===== src/core/ccs_defines.svh =====
// Register offsets, bit positions, reset values and timing counts of the status flags.
// Assumes a 40 MHz reference clock and a byte-addressed plain register port.
`ifndef CCS_DEFINES_SVH
`define CCS_DEFINES_SVH

// ============================================================
// Register port widths and offsets
`define CCS_ADDR_W          8
`define CCS_DATA_W          16
`define CCS_TX_STATUS_OFS   8'h10
`define CCS_RX_STATUS_OFS   8'h12
`define CCS_TX_CTRL_OFS     8'h18

// ============================================================
// Transmit status bit positions
`define CCS_TX_DONE_BIT     6
`define CCS_TX_EMPTY_BIT    5
`define CCS_TX_CONTEND_BIT  4
`define CCS_TX_ACKF_BIT     3
`define CCS_TX_UNDER_BIT    2
`define CCS_TX_LOST_BIT     1
`define CCS_TX_IDLE_BIT     0

// ============================================================
// Receive status bit positions
`define CCS_RX_DONE_BIT     6
`define CCS_RX_READY_BIT    5
`define CCS_RX_FULL_BIT     4
`define CCS_RX_NEMPTY_BIT   3
`define CCS_RX_TMO_BIT      2
`define CCS_RX_GLITCH_BIT   1
`define CCS_RX_OVER_BIT     0

// ============================================================
// Control bit positions and reset values
`define CCS_CTRL_IRQEN_BIT  6
`define CCS_TX_STATUS_RST   7'h21
`define CCS_RX_STATUS_RST   7'h00
`define CCS_CTRL_RST        1'h0

// ============================================================
// Depth and timing
`define CCS_RX_DEPTH        16
`define CCS_CLK_MHZ         40
`define CCS_TMO_LIMIT_US    5000
`define CCS_TMO_CYCLES      (`CCS_TMO_LIMIT_US * `CCS_CLK_MHZ)

`endif


===== src/core/ccs_pkg.sv =====
// Types shared by the status flag logic, the engine model and the bench.
// Assumes the defines header sits on the include path.
`include "ccs_defines.svh"

package ccs_pkg;

  // ============================================================
  // Transmit status, packed in register bit order 6..0
  typedef struct packed {
    logic tx_frame_done;
    logic tx_queue_empty;
    logic contention_error;
    logic acknowledge_fault;
    logic tx_underrun;
    logic lost_arbitration;
    logic bus_idle;
  } ccs_tx_stat_type;

  // ============================================================
  // Receive status, packed in register bit order 6..0
  typedef struct packed {
    logic rx_frame_done;
    logic rx_data_ready;
    logic rx_queue_full;
    logic rx_queue_not_empty;
    logic bus_timeout;
    logic bus_glitch_error;
    logic rx_overrun;
  } ccs_rx_stat_type;

  // ============================================================
  // Events and levels from the transmit engine
  typedef struct packed {
    logic block_sent;          // Pulse: block fully sent
    logic end_of_message_flag; // Level beside block_sent
    logic collide;             // Pulse: line differs from driven value
    logic in_arbitration;      // Level: arbitration phase
    logic ack_sampled;         // Pulse: acknowledge bit sampled
    logic ack_bit;             // Sampled acknowledge value
    logic broadcast;           // Level: frame is broadcast
    logic shift_need;          // Pulse: shift register wants a byte
    logic queue_pop_last;      // Pulse: final queue entry taken
    logic queue_push;          // Pulse: software wrote a block
    logic bus_idle;            // Level: bus idle
  } ccs_tx_event_type;

  // ============================================================
  // Events and levels from the receive engine
  typedef struct packed {
    logic block_taken;         // Pulse: block fully received
    logic end_of_message_flag; // Level beside block_taken
    logic byte_push;           // Pulse: byte moves to the queue
    logic byte_pop;            // Pulse: software read a byte
    logic queue_flush;         // Pulse: queue emptied
    logic glitch;              // Pulse: spurious pulse seen
    logic active;              // Level: reception in progress
    logic line_high;           // Level: bus line high
  } ccs_rx_event_type;

  // ============================================================
  // Register port request
  typedef struct packed {
    logic [`CCS_ADDR_W-1:0] addr;
    logic [`CCS_DATA_W-1:0] wdata;
    logic                   we;
    logic                   re;
  } ccs_reg_req_type;

endpackage : ccs_pkg


===== src/core/ccs_status_flags.sv =====
// Transmit and receive status flags of a single-wire control bus controller.
// Assumes the bit engines deliver one-cycle event pulses synchronous to i_ref_clk.
//
// The plain strobed port was decided locally.
`timescale 1ns/100ps
`include "ccs_defines.svh"

module ccs_status_flags #(
  parameter int unsigned RX_DEPTH   = `CCS_RX_DEPTH,
  parameter int unsigned TMO_CYCLES = `CCS_TMO_CYCLES
) (
  input  wire logic                     i_ref_clk,   // Reference clock, 40 MHz
  input  wire logic                     i_rst_n,     // Async reset, active low
  input  wire ccs_pkg::ccs_reg_req_type i_req,       // Register port request
  input  wire ccs_pkg::ccs_tx_event_type i_tx_ev,    // Transmit engine events
  input  wire ccs_pkg::ccs_rx_event_type i_rx_ev,    // Receive engine events
  output logic [`CCS_DATA_W-1:0]        o_rdata,     // Read data, cycle after read
  output ccs_pkg::ccs_tx_stat_type      o_tx_flags,  // Transmit status flags
  output ccs_pkg::ccs_rx_stat_type      o_rx_flags,  // Receive status flags
  output logic                          o_tx_irq     // Frame done interrupt
);

  localparam int unsigned CW  = $clog2(RX_DEPTH + 1);
  localparam int unsigned TW  = $clog2(TMO_CYCLES + 2);
  localparam logic [TW-1:0] TMO_C = TW'(TMO_CYCLES);

  // ============================================================
  // Parameter checks
  if (TMO_CYCLES < 1) begin : g_tmo_chk
    $error("ccs_status_flags: TMO_CYCLES below 1");
  end

  // ============================================================
  // Helpers
  // Sticky flag update: a set in the same cycle beats a clear
  function automatic logic sticky(input logic cur, input logic set, input logic clr);
    sticky = set | (cur & ~clr);
  endfunction : sticky

  // ============================================================
  // Register decode
  logic                  wr_tx_stat;
  logic                  wr_rx_stat;
  logic                  wr_ctrl;
  logic [`CCS_DATA_W-1:0] wd;

  // Address decode of writes
  always_comb begin
    wd         = i_req.wdata;
    wr_tx_stat = i_req.we & (i_req.addr == `CCS_TX_STATUS_OFS);
    wr_rx_stat = i_req.we & (i_req.addr == `CCS_RX_STATUS_OFS);
    wr_ctrl    = i_req.we & (i_req.addr == `CCS_TX_CTRL_OFS);
  end

  // ============================================================
  // Transmit event decode
  logic set_lost;
  logic set_contend;
  logic set_ackf;
  logic set_under;
  logic set_tx_done;

  // Collision split by phase, ack polarity by frame kind
  always_comb begin
    set_lost    = i_tx_ev.collide & i_tx_ev.in_arbitration;
    set_contend = i_tx_ev.collide & ~i_tx_ev.in_arbitration;
    set_ackf    = i_tx_ev.ack_sampled &
                  (i_tx_ev.broadcast ? ~i_tx_ev.ack_bit : i_tx_ev.ack_bit);
    set_under   = i_tx_ev.shift_need & o_tx_flags.tx_queue_empty;
    set_tx_done = (i_tx_ev.block_sent & i_tx_ev.end_of_message_flag) |
                  set_lost | set_under | set_ackf | set_contend;
  end

  // ============================================================
  // Transmit status register
  localparam ccs_pkg::ccs_tx_stat_type tx_rst = ccs_pkg::ccs_tx_stat_type'(`CCS_TX_STATUS_RST);

  // Sticky transmit flags with write-one-to-clear
  always_ff @(posedge i_ref_clk or negedge i_rst_n) begin
    if (!i_rst_n) begin
      o_tx_flags.tx_frame_done     <= tx_rst.tx_frame_done;
      o_tx_flags.contention_error  <= tx_rst.contention_error;
      o_tx_flags.acknowledge_fault <= tx_rst.acknowledge_fault;
      o_tx_flags.tx_underrun       <= tx_rst.tx_underrun;
      o_tx_flags.lost_arbitration  <= tx_rst.lost_arbitration;
    end else begin
      o_tx_flags.tx_frame_done     <= sticky(o_tx_flags.tx_frame_done, set_tx_done,
                                             wr_tx_stat & wd[`CCS_TX_DONE_BIT]);
      o_tx_flags.contention_error  <= sticky(o_tx_flags.contention_error, set_contend,
                                             wr_tx_stat & wd[`CCS_TX_CONTEND_BIT]);
      o_tx_flags.acknowledge_fault <= sticky(o_tx_flags.acknowledge_fault, set_ackf,
                                             wr_tx_stat & wd[`CCS_TX_ACKF_BIT]);
      o_tx_flags.tx_underrun       <= sticky(o_tx_flags.tx_underrun, set_under,
                                             wr_tx_stat & wd[`CCS_TX_UNDER_BIT]);
      o_tx_flags.lost_arbitration  <= sticky(o_tx_flags.lost_arbitration, set_lost,
                                             wr_tx_stat & wd[`CCS_TX_LOST_BIT]);
    end
  end

  // Queue empty: rises on the final pop, drops on a new block
  always_ff @(posedge i_ref_clk or negedge i_rst_n) begin
    if (!i_rst_n) begin
      o_tx_flags.tx_queue_empty <= tx_rst.tx_queue_empty;
    end else if (i_tx_ev.queue_push) begin
      o_tx_flags.tx_queue_empty <= 1'b0;
    end else if (i_tx_ev.queue_pop_last) begin
      o_tx_flags.tx_queue_empty <= 1'b1;
    end
  end

  // Bus idle follows the line state, writes have no effect
  always_ff @(posedge i_ref_clk or negedge i_rst_n) begin
    if (!i_rst_n) begin
      o_tx_flags.bus_idle <= tx_rst.bus_idle;
    end else begin
      o_tx_flags.bus_idle <= i_tx_ev.bus_idle;
    end
  end

  // ============================================================
  // Receive queue level
  logic [CW-1:0] rx_count;
  logic          rx_accept;
  logic          rx_over;
  logic          rx_next_full;
  logic          rx_next_nempty;

  ccs_rx_level #(
    .DEPTH         (RX_DEPTH),
    .CW            (CW)
  ) u_rx_level (
    .i_ref_clk     (i_ref_clk),
    .i_rst_n       (i_rst_n),
    .i_push        (i_rx_ev.byte_push),
    .i_pop         (i_rx_ev.byte_pop),
    .i_flush       (i_rx_ev.queue_flush),
    .o_count       (rx_count),
    .o_accept      (rx_accept),
    .o_overrun     (rx_over),
    .o_next_full   (rx_next_full),
    .o_next_nempty (rx_next_nempty)
  );

  // ============================================================
  // Line-high timer during reception
  logic [TW-1:0] high_cnt;
  logic          tmo_hit;

  // Pulse once when the line has been high one cycle past the limit
  assign tmo_hit = i_rx_ev.active & i_rx_ev.line_high & (high_cnt == TMO_C);

  // Count consecutive high cycles, saturating past the limit
  always_ff @(posedge i_ref_clk or negedge i_rst_n) begin
    if (!i_rst_n) begin
      high_cnt <= '0;
    end else if (!(i_rx_ev.active && i_rx_ev.line_high)) begin
      high_cnt <= '0;
    end else if (high_cnt <= TMO_C) begin
      high_cnt <= high_cnt + TW'(1);
    end
  end

  // ============================================================
  // Receive event decode
  logic set_rx_done;

  // Frame done on end of message or any early end
  assign set_rx_done = (i_rx_ev.block_taken & i_rx_ev.end_of_message_flag) |
                       rx_over | i_rx_ev.glitch | tmo_hit;

  // ============================================================
  // Receive status register
  localparam ccs_pkg::ccs_rx_stat_type rx_rst = ccs_pkg::ccs_rx_stat_type'(`CCS_RX_STATUS_RST);

  // Sticky receive flags with write-one-to-clear
  always_ff @(posedge i_ref_clk or negedge i_rst_n) begin
    if (!i_rst_n) begin
      o_rx_flags.rx_frame_done    <= rx_rst.rx_frame_done;
      o_rx_flags.rx_data_ready    <= rx_rst.rx_data_ready;
      o_rx_flags.bus_timeout      <= rx_rst.bus_timeout;
      o_rx_flags.bus_glitch_error <= rx_rst.bus_glitch_error;
      o_rx_flags.rx_overrun       <= rx_rst.rx_overrun;
    end else begin
      o_rx_flags.rx_frame_done    <= sticky(o_rx_flags.rx_frame_done, set_rx_done,
                                            wr_rx_stat & wd[`CCS_RX_DONE_BIT]);
      o_rx_flags.rx_data_ready    <= sticky(o_rx_flags.rx_data_ready, rx_accept,
                                            wr_rx_stat & wd[`CCS_RX_READY_BIT]);
      o_rx_flags.bus_timeout      <= sticky(o_rx_flags.bus_timeout, tmo_hit,
                                            wr_rx_stat & wd[`CCS_RX_TMO_BIT]);
      o_rx_flags.bus_glitch_error <= sticky(o_rx_flags.bus_glitch_error, i_rx_ev.glitch,
                                            wr_rx_stat & wd[`CCS_RX_GLITCH_BIT]);
      o_rx_flags.rx_overrun       <= sticky(o_rx_flags.rx_overrun, rx_over,
                                            wr_rx_stat & wd[`CCS_RX_OVER_BIT]);
    end
  end

  // Queue level flags mirror the occupancy, writes have no effect
  always_ff @(posedge i_ref_clk or negedge i_rst_n) begin
    if (!i_rst_n) begin
      o_rx_flags.rx_queue_full      <= rx_rst.rx_queue_full;
      o_rx_flags.rx_queue_not_empty <= rx_rst.rx_queue_not_empty;
    end else begin
      o_rx_flags.rx_queue_full      <= rx_next_full;
      o_rx_flags.rx_queue_not_empty <= rx_next_nempty;
    end
  end

  // ============================================================
  // Control register and interrupt
  logic irq_en;

  // Frame done interrupt enable
  always_ff @(posedge i_ref_clk or negedge i_rst_n) begin
    if (!i_rst_n) begin
      irq_en <= `CCS_CTRL_RST;
    end else if (wr_ctrl) begin
      irq_en <= wd[`CCS_CTRL_IRQEN_BIT];
    end
  end

  // Interrupt gated by the enable
  always_ff @(posedge i_ref_clk or negedge i_rst_n) begin
    if (!i_rst_n) begin
      o_tx_irq <= 1'b0;
    end else begin
      o_tx_irq <= o_tx_flags.tx_frame_done & irq_en;
    end
  end

  // ============================================================
  // Read data
  logic [`CCS_DATA_W-1:0] next_rdata;

  // Read mux; unmapped addresses and idle cycles give zero
  always_comb begin
    next_rdata = '0;
    if (i_req.re) begin
      unique case (i_req.addr)
        `CCS_TX_STATUS_OFS: next_rdata[6:0] = o_tx_flags;
        `CCS_RX_STATUS_OFS: next_rdata[6:0] = o_rx_flags;
        `CCS_TX_CTRL_OFS:   next_rdata[`CCS_CTRL_IRQEN_BIT] = irq_en;
        default:            next_rdata = '0;
      endcase
    end
  end

  // Read data register
  always_ff @(posedge i_ref_clk or negedge i_rst_n) begin
    if (!i_rst_n) begin
      o_rdata <= '0;
    end else begin
      o_rdata <= next_rdata;
    end
  end
endmodule : ccs_status_flags


===== src/core/ccs_rx_level.sv =====
// Occupancy tracker of the receive queue: count, next full and next not-empty.
// Assumes push, pop and flush are one-cycle pulses in the reference clock domain.
`timescale 1ns/100ps
`include "ccs_defines.svh"

module ccs_rx_level #(
  parameter int unsigned DEPTH = `CCS_RX_DEPTH,
  parameter int unsigned CW    = $clog2(DEPTH + 1)
) (
  input  wire logic          i_ref_clk,    // Reference clock
  input  wire logic          i_rst_n,      // Async reset, active low
  input  wire logic          i_push,       // Byte offered to the queue
  input  wire logic          i_pop,        // Byte read out
  input  wire logic          i_flush,      // Queue emptied
  output logic [CW-1:0]      o_count,      // Entries held
  output logic               o_accept,     // Push was stored
  output logic               o_overrun,    // Push met a full queue
  output logic               o_next_full,  // Full after this edge
  output logic               o_next_nempty // Not empty after this edge
);

  localparam logic [CW-1:0] DEPTH_C = CW'(DEPTH);

  // ============================================================
  // Parameter check
  if (DEPTH < 2) begin : g_depth_chk
    $error("ccs_rx_level: DEPTH below 2");
  end

  logic            full;
  logic            do_pop;
  logic [CW-1:0]   next_count;

  // Push handling and next occupancy
  always_comb begin
    full         = (o_count == DEPTH_C);
    o_accept     = i_push & ~full;
    o_overrun    = i_push & full;
    do_pop       = i_pop & (o_count != '0);
    next_count   = o_count;
    if (i_flush) begin
      next_count = '0;
    end else if (o_accept && !do_pop) begin
      next_count = o_count + CW'(1);
    end else if (do_pop && !o_accept) begin
      next_count = o_count - CW'(1);
    end
    o_next_full   = (next_count == DEPTH_C);
    o_next_nempty = (next_count != '0);
  end

  // Occupancy count
  always_ff @(posedge i_ref_clk or negedge i_rst_n) begin
    if (!i_rst_n) begin
      o_count <= '0;
    end else begin
      o_count <= next_count;
    end
  end

endmodule : ccs_rx_level


===== config.mk =====
export PLATFORM = sky130hd
export DESIGN_NAME = ccs_status_flags
export DESIGN_NICKNAME = d
export VERILOG_FILES = /design/src/core/ccs_pkg.sv /design/src/core/ccs_status_flags.sv /design/src/core/ccs_rx_level.sv
export VERILOG_INCLUDE_DIRS = /design/src /design/src/core
export SDC_FILE = /design/constraint.sdc
export NUM_CORES = 1
export LEC_CHECK = 0
export BUFFER_PORTS_ARGS = -buffer_cell sky130_fd_sc_hd__buf_2
export CAP_MARGIN = 10
export CORE_AREA = 2 2 82 84
export CTS_CLUSTER_DIAMETER = 50
export DETAILED_ROUTE_END_ITERATION = 8
export DIE_AREA = 0 0 84 86
export GPL_TIMING_DRIVEN = 0
export PLACE_DENSITY_LB_ADDON = 0.08
export SYNTH_ARGS = -nofsm -noshare
export SYNTH_HDL_FRONTEND = slang
export SYNTH_SLANG_ARGS = --single-unit

===== constraint.sdc =====
create_clock -name i_ref_clk -period 3.74 [get_ports i_ref_clk]
set_input_delay 0.748 -clock i_ref_clk [delete_from_list [all_inputs] [get_ports i_ref_clk]]
set_output_delay 0.748 -clock i_ref_clk [all_outputs]
set_load 0.01 [all_outputs]

==> flow_summary_export.csv, run 1 <==
group,metric,value,unit
status,status,"complete, no violations",
power,power_density,424,nW/um2
global_routing,grt_max_degree,47,
power,p_comb_share,27.8,%
placed_design,gp_congestion,0.780,
synth,synth.distinct_cells,52,
timing,setup_violations,0,
cts,cts.clk_slew.worst_paths,0.08,ns
timing,fin_setup_tns,0,ns
cts,cts_buffers,5,
critical_path,critPathCaptureType,"register",
synth,synthCells,258,
critical_path,critPathCapture,"o_rx_flags[3]",
synth,synth-edff-count,0,
cts,cts_tree,"yes",
cts,htree_levels,2,
synth,yosys_warnings,0,
min_path,min_path_type,"register to register",
drt,firstDrtPassIters,4,
drt,drt-initial-drc-count,75,
timing,worst_pin_slew,1.02,ns
critical_path,criticalPathCategory,"register to register",
placed_design,dp.cells,400,
power,vdd_drop_max,0.378,mV
cts,cts_setup_buffers,0,
global_routing,track_usage,16.2,%
synth,synth_largest_area_cell,"dfrtp_1",
critical_path,r2r-end,"o_rx_flags[3]",
synth,synthTopCellsByArea,"dfrtp_1 (45%), nand2_1 (4.9%), nor2_1 (4.9%), xor2_1 (3.9%), mux2i_1 (3.3%)",
die,die_h,86,um
synth,synthTopCellsByCount,"dfrtp_1 (44), nand2_1 (32), nor2_1 (32)",
synth,async_flop_share,100,%
critical_path,crit_path_max_fanout,5,
global_routing,grt_overflow,0,
timing,min_period,2.84,ns
critical_path,start_kind,"register",
placed_design,place_ws,0.907,ns
cts,clk_path_buf_depth,2,
timing,rsz0062_at_grt,"false",
power,p_switching,355,uW
die,initial_core_util,39.1,%
global_routing,grt_antenna_before_repair,0,
synth,yosysTopAreaCellShare,44.8,%
timing,hold_viol,0,
cells_and_area,n_fill_cell,624,
synth,synth_seq_cells,46,
critical_path,reg2reg_slack,0.90,ns
timing,report.final.slew_viol_count,0,
cells_and_area,drive_gt1_share,26.3,%
die,fp.dieArea,7220,um2
cts,insertion_delay,0.28,ns
die,ioPinCount,78,
power,power_frac_seq,43.9,%
power,internal-power,906,uW
timing,finClkSkew,0.00636,ns
drt,drc,0,
timing,worst_hold_slack,0.512,ns
die,rows,29,
die,core,6280,um2
cts,ctsHoldBuffers,0,
timing,maxSlewHeadroom,32.0,%
cts,cts_resized,0,
placed_design,hpwl,4270,um
flow_run,cap_viol_max_count,0,
power,p_sw_share,28.2,%
die,die_w,84,um
drt,ant_nets,0,
synth,yosysMostFrequentCell,"dfrtp_1",
synth,syn_area,2460,um2
power,p_leak,0.00142,uW
synth,synth_seq_area_share,47.0,%
cells_and_area,insertedDiodeCount,0,
critical_path,reg2reg_from,"u_rx_level.o_count[0]",
placed_design,place.port_buffers,57,
power,clkPwrFrac,28.2,%
critical_path,cp.required,3.91,ns
global_routing,grt_pass1_wl,9440,um
cells_and_area,syn2layout_area_growth,21.1,%
timing,fin_crit_sh,76.1,%
cts,cts_root_buffer,"clkbuf_8",
critical_path,arrival,3.02,ns
drt,wl_per_cell,13.7,um
synth,synth.avg_cell_area,9.52,um2
synth,synth_flop_cell,"dfrtp_1",
cells_and_area,nets,381,
cts,tritoncts_num_sinks,46,
global_routing,grt_pass1_vias,1930,
critical_path,reg2reg_depth,8,
cells_and_area,instances_no_fill,408,
drt,vias,2055,
drt,via_per_inst,5.04,
timing,max_freq,352,MHz
timing,layout_setup_ws,0.895,ns
drt,wirelength,5590,um
critical_path,setup.worst_path.start,"u_rx_level.o_count[0]",
[how the worst min path moves through the flow]
stage	start	to	slack, ns	cells past startpoint
floorplan	i_rst_n	high_cnt[0]	0.45	0
global placement	o_rx_flags[1]	o_rx_flags[1]	0.48	1
detailed placement	o_tx_flags[3]	o_tx_flags[3]	0.50	2
CTS	o_tx_flags[3]	o_tx_flags[3]	0.52	2
global route	i_tx_ev[0]	o_tx_flags[0]	0.54	1
finish	o_rx_flags[2]	o_rx_flags[2]	0.51	2
[cell type report]
cell class,instances,area [um2],area share (%)
clock buffers,7,76.3,2.57
multi-input cells,194,1190,40.0
inverters,8,30.0,1.01
plain buffers,18,113,3.79
repair buffers,57,285,9.59
flip-flops and latches,46,1150,38.8
clock inverters,1,30.0,1.01
well taps,77,96.3,3.24
[flip-flops by register name, summed over array words and instances (netlist names)]
| signal | count |
|---|---|
| o_rx_flags | 7 |
| o_rdata | 7 |
| o_tx_flags | 7 |
| high_cnt | 18 |
| o_tx_irq | 1 |
| irq_en | 1 |
| u_rx_level.o_count | 5 |
[cells by family (layout without fill, tap and decap cells)]
logic type | Yosys count | after routing | synth area share (%)
flops | 46 | 46 | 47.0
xor+xnor | 14 | 14 | 4.99
fa+ha+maj | 4 | 4 | 2.04
simple gates | 121 | 121 | 25.1
mux | 13 | 13 | 6.01
other cells | 1 | 9 | 0.153
compound gates | 33 | 33 | 8.92
buf+inv | 26 | 91 | 5.81
[layer usage]
metal / wire length (um) / global-route usage [%] / up-vias
met5: 0 / 0 / -
met3: 255 / 3.18 / 5
met1: 2750 / 24.6 / 977
met4: 46 / 3.96 / 0
li1: - / - / 1023
met2: 2530 / 23.8 / 50
[worst max-delay path: stages (launching register included)]
cell and delay, ns:
dfrtp_1 0.45, inv_1 0.11, ha_1 0.22, or3b_4 0.43, o21a_1 0.18, a32oi_1 0.24
mux2_4 0.33, or4_1 0.54, or2_1 0.24
[per-stage QoR]
stage                     power [uW]  cell area, um2  util [%]
after floorplan                  822            2490         -
after global routing            1350            2970      47.4
after CTS                       1280            2970      47.4
final                           1260            2970      47.4
after detailed placement         915            2870      45.7
after global placement           909            2870      45.7
[power groups by stage]
| stage | combinational, uW | clock, uW | sequential, uW |
|---|---|---|---|
| 2_1_floorplan | 262 | 0 | 560 |
| 3_3_place_gp | 347 | 0 | 562 |
| 3_5_place_dp | 352 | 0 | 563 |
| 4_1_cts | 353 | 371 | 553 |
| 5_1_grt | 395 | 396 | 558 |
| 6_report | 351 | 356 | 554 |
[cells in the final DEF (no fill, tap or decap), types with 8 or more instances in the layout]
cell type,count
buf_2,60
dfrtp_1,44
nor2_1,32
nand2_1,32
nand3_1,11
xor2_1,11
nand4_1,10
buf_4,9
conb_1,9
inv_1,8
o21ai_0,8
a21oi_1,8
mux2i_1,8
Power figures use the tool's default switching activity.
==> run 2: changes to the inputs <==
Settings changed: ABC_AREA set to 1, CORE_AREA 2 2 82 84 to 2 2 85 87, DIE_AREA 0 0 84 86 to 0 0 87 89.
Clock period 3.74 ns to 2.5 ns, I/O delays scaled along.
==> flow_summary_export.csv, run 2 <==
group,metric,value,unit
cells_and_area,drive_gt1_share,27.8,%
critical_path,crit_path_max_fanout,10,
placed_design,gp_congestion,0.867,
critical_path,slowest_delay,0.48,ns
cts,cts_resized,0,
placed_design,place.port_buffers,59,
timing,rsz0062_at_grt,"false",
cells_and_area,n_fill_cell,710,
cts,cts.clk_slew.worst_paths,0.08,ns
synth,synth_seq_area_share,43.1,%
power,power_density,556,nW/um2
critical_path,criticalPathCategory,"register to register",
cts,cts_buffers,5,
critical_path,cp_cell_sequence,"inv_2, ha_1, nand4_1, nor2_1, nand4_2, nand2_4, nor2_8, inv_4, buf_12, a21oi_4",
global_routing,grt_pass1_vias,2206,
min_path,min_path_type,"input port to register",
cells_and_area,nets,468,
drt,vias,2377,
timing,fin_setup_tns,0,ns
critical_path,critPathSlowestCell,"dfrtp_1",
die,core,6720,um2
drt,via_per_inst,4.77,
cts,cts_root_buffer,"clkbuf_8",
synth,synth.avg_cell_area,7.81,um2
die,fp.dieArea,7740,um2
cts,insertion_delay,0.30,ns
cts,ctsHoldBuffers,0,
cts,cts_tree,"yes",
global_routing,grt_antenna_before_repair,0,
cells_and_area,syn2layout_area_growth,19.3,%
cts,cts_setup_buffers,0,
global_routing,track_usage,17.4,%
synth,synthCells,343,
critical_path,arrival,2.07,ns
timing,fin_crit_sh,75.4,%
synth,synth_largest_area_cell,"dfrtp_1",
timing,min_period,1.88,ns
timing,finClkSkew,0.00482,ns
die,ioPinCount,78,
synth,synthTopCellsByCount,"nand2_1 (87), dfrtp_1 (44), nand3_1 (41)",
die,die_h,89,um
die,rows,30,
synth,synth.distinct_cells,36,
critical_path,start_kind,"register",
cells_and_area,final_common_cell,"nand2_1",
drt,wl_per_cell,12.6,um
placed_design,hpwl,4770,um
drt,wirelength,6250,um
cts,tritoncts_num_sinks,46,
drt,drc,0,
timing,hold_viol,0,
synth,synth_flop_cell,"dfrtp_1",
synth,yosysTopAreaCellShare,41.1,%
timing,worst_pin_slew,1.04,ns
die,initial_core_util,39.9,%
critical_path,cp.required,2.68,ns
synth,synthTopCellsByArea,"dfrtp_1 (41%), nand2_1 (12%), nand3_1 (7.7%), inv_1 (4.2%), nor2_1 (3.4%)",
global_routing,grt_max_degree,47,
power,p_leak,0.00164,uW
status,status,"complete, no violations",
timing,max_freq,531,MHz
synth,async_flop_share,100,%
cts,htree_levels,2,
cells_and_area,top_register,"high_cnt",
synth,yosysMostFrequentCell,"nand2_1",
cells_and_area,largest_reg_flops,18,
global_routing,grt_pass1_wl,10500,um
synth,yosys_warnings,0,
timing,report.final.slew_viol_count,0,
timing,maxSlewHeadroom,30.7,%
synth,synth_seq_cells,46,
power,vdd_drop_max,0.412,mV
timing,setup_violations,0,
cells_and_area,layout_common_cells,"nand2_1 (87), buf_2 (60), dfrtp_1 (44)",
drt,ant_nets,0,
critical_path,critPathTopFamily,"simple AND/OR/NAND/NOR gates",
die,die_w,87,um
global_routing,grt_overflow,0,
power,power,1770,uW
cells_and_area,insertedDiodeCount,0,
drt,firstDrtPassIters,4,
synth,syn_area,2680,um2
critical_path,cp_num_buf_inv,3,
synth,synth-edff-count,0,
cts,clk_path_buf_depth,2,
critical_path,critPathCaptureType,"register",
flow_run,cap_viol_max_count,0,
drt,drt-initial-drc-count,111,
## run 2: where the power goes
part	total, uW	leakage [uW]	switching, uW	internal [uW]
clock network	473	0.0000482	250	224
logic	449	0.00101	278	171
registers	852	0.000581	51.9	800
## run 2: through the flow
step	cell area (um2)	hold WS [ns]	setup WS, ns	util [%]	std cells
5_1_grt	3190	0.273	0.468	47.5	498
6_report	3190	0.294	0.616	47.5	498
3_3_place_gp	3100	0.478	0.644	46.2	490
3_5_place_dp	3100	0.478	0.642	46.2	490
2_1_floorplan	2710	0.204	0.954	-	351
4_1_cts	3190	0.283	0.620	47.5	498
## run 2: cell type report
class | instances | area, um2 | share of cell area [%]
flip-flops and latches | 46 | 1150 | 36.1
inverters | 43 | 164 | 5.13
clock buffers | 7 | 86.3 | 2.70
well taps | 80 | 100 | 3.13
multi-input cells | 249 | 1280 | 40.1
clock inverters | 1 | 5.00 | 0.157
repair buffers | 59 | 295 | 9.24
plain buffers | 13 | 108 | 3.37
## run 2: cell families (layout without fill, tap and decap cells)
logic type	after synthesis	count (layout)	synth area share, %
flops	46	46	43.1
compound gates	36	36	8.41
buf+inv	56	123	10.1
simple gates	192	192	33.7
other cells	1	9	0.140
xor+xnor	8	8	2.62
fa+ha+maj	4	4	1.87
## run 2: per-layer routing
layer | track usage [%] | part of all wire [%] | vias up
met4 | 4.83 | 1.5 | 0
li1 | - | - | 1244
met1 | 23.5 | 46 | 1081
met3 | 3.60 | 4.0 | 9
met5 | 0 | 0 | -
met2 | 28.4 | 48 | 43
## run 2: final timing paths
path / from / endpoint / slack (ns) / cells past startpoint
max: high_cnt[0] / high_cnt[2] / 0.62 / 10
min: i_tx_ev[0] / o_tx_flags[0] / 0.29 / 1
max reg2reg: high_cnt[0] / high_cnt[2] / 0.62 / 10
min reg2reg: o_rx_flags[0] / o_rx_flags[0] / 0.49 / 2
max in group asynchronous: i_rst_n / u_rx_level.o_count[4] / 1.48 / 1
min in group asynchronous: i_rst_n / o_tx_irq / 0.38 / 1
## run 2: worst reg2reg max path, cell delays in order (launching register included)
cell	delay (ns)
dfrtp_1	0.48
inv_2	0.13
ha_1	0.15
nand4_1	0.10
nor2_1	0.19
nand4_2	0.18
nand2_4	0.19
nor2_8	0.07
inv_4	0.08
buf_12	0.14
a21oi_4	0.06
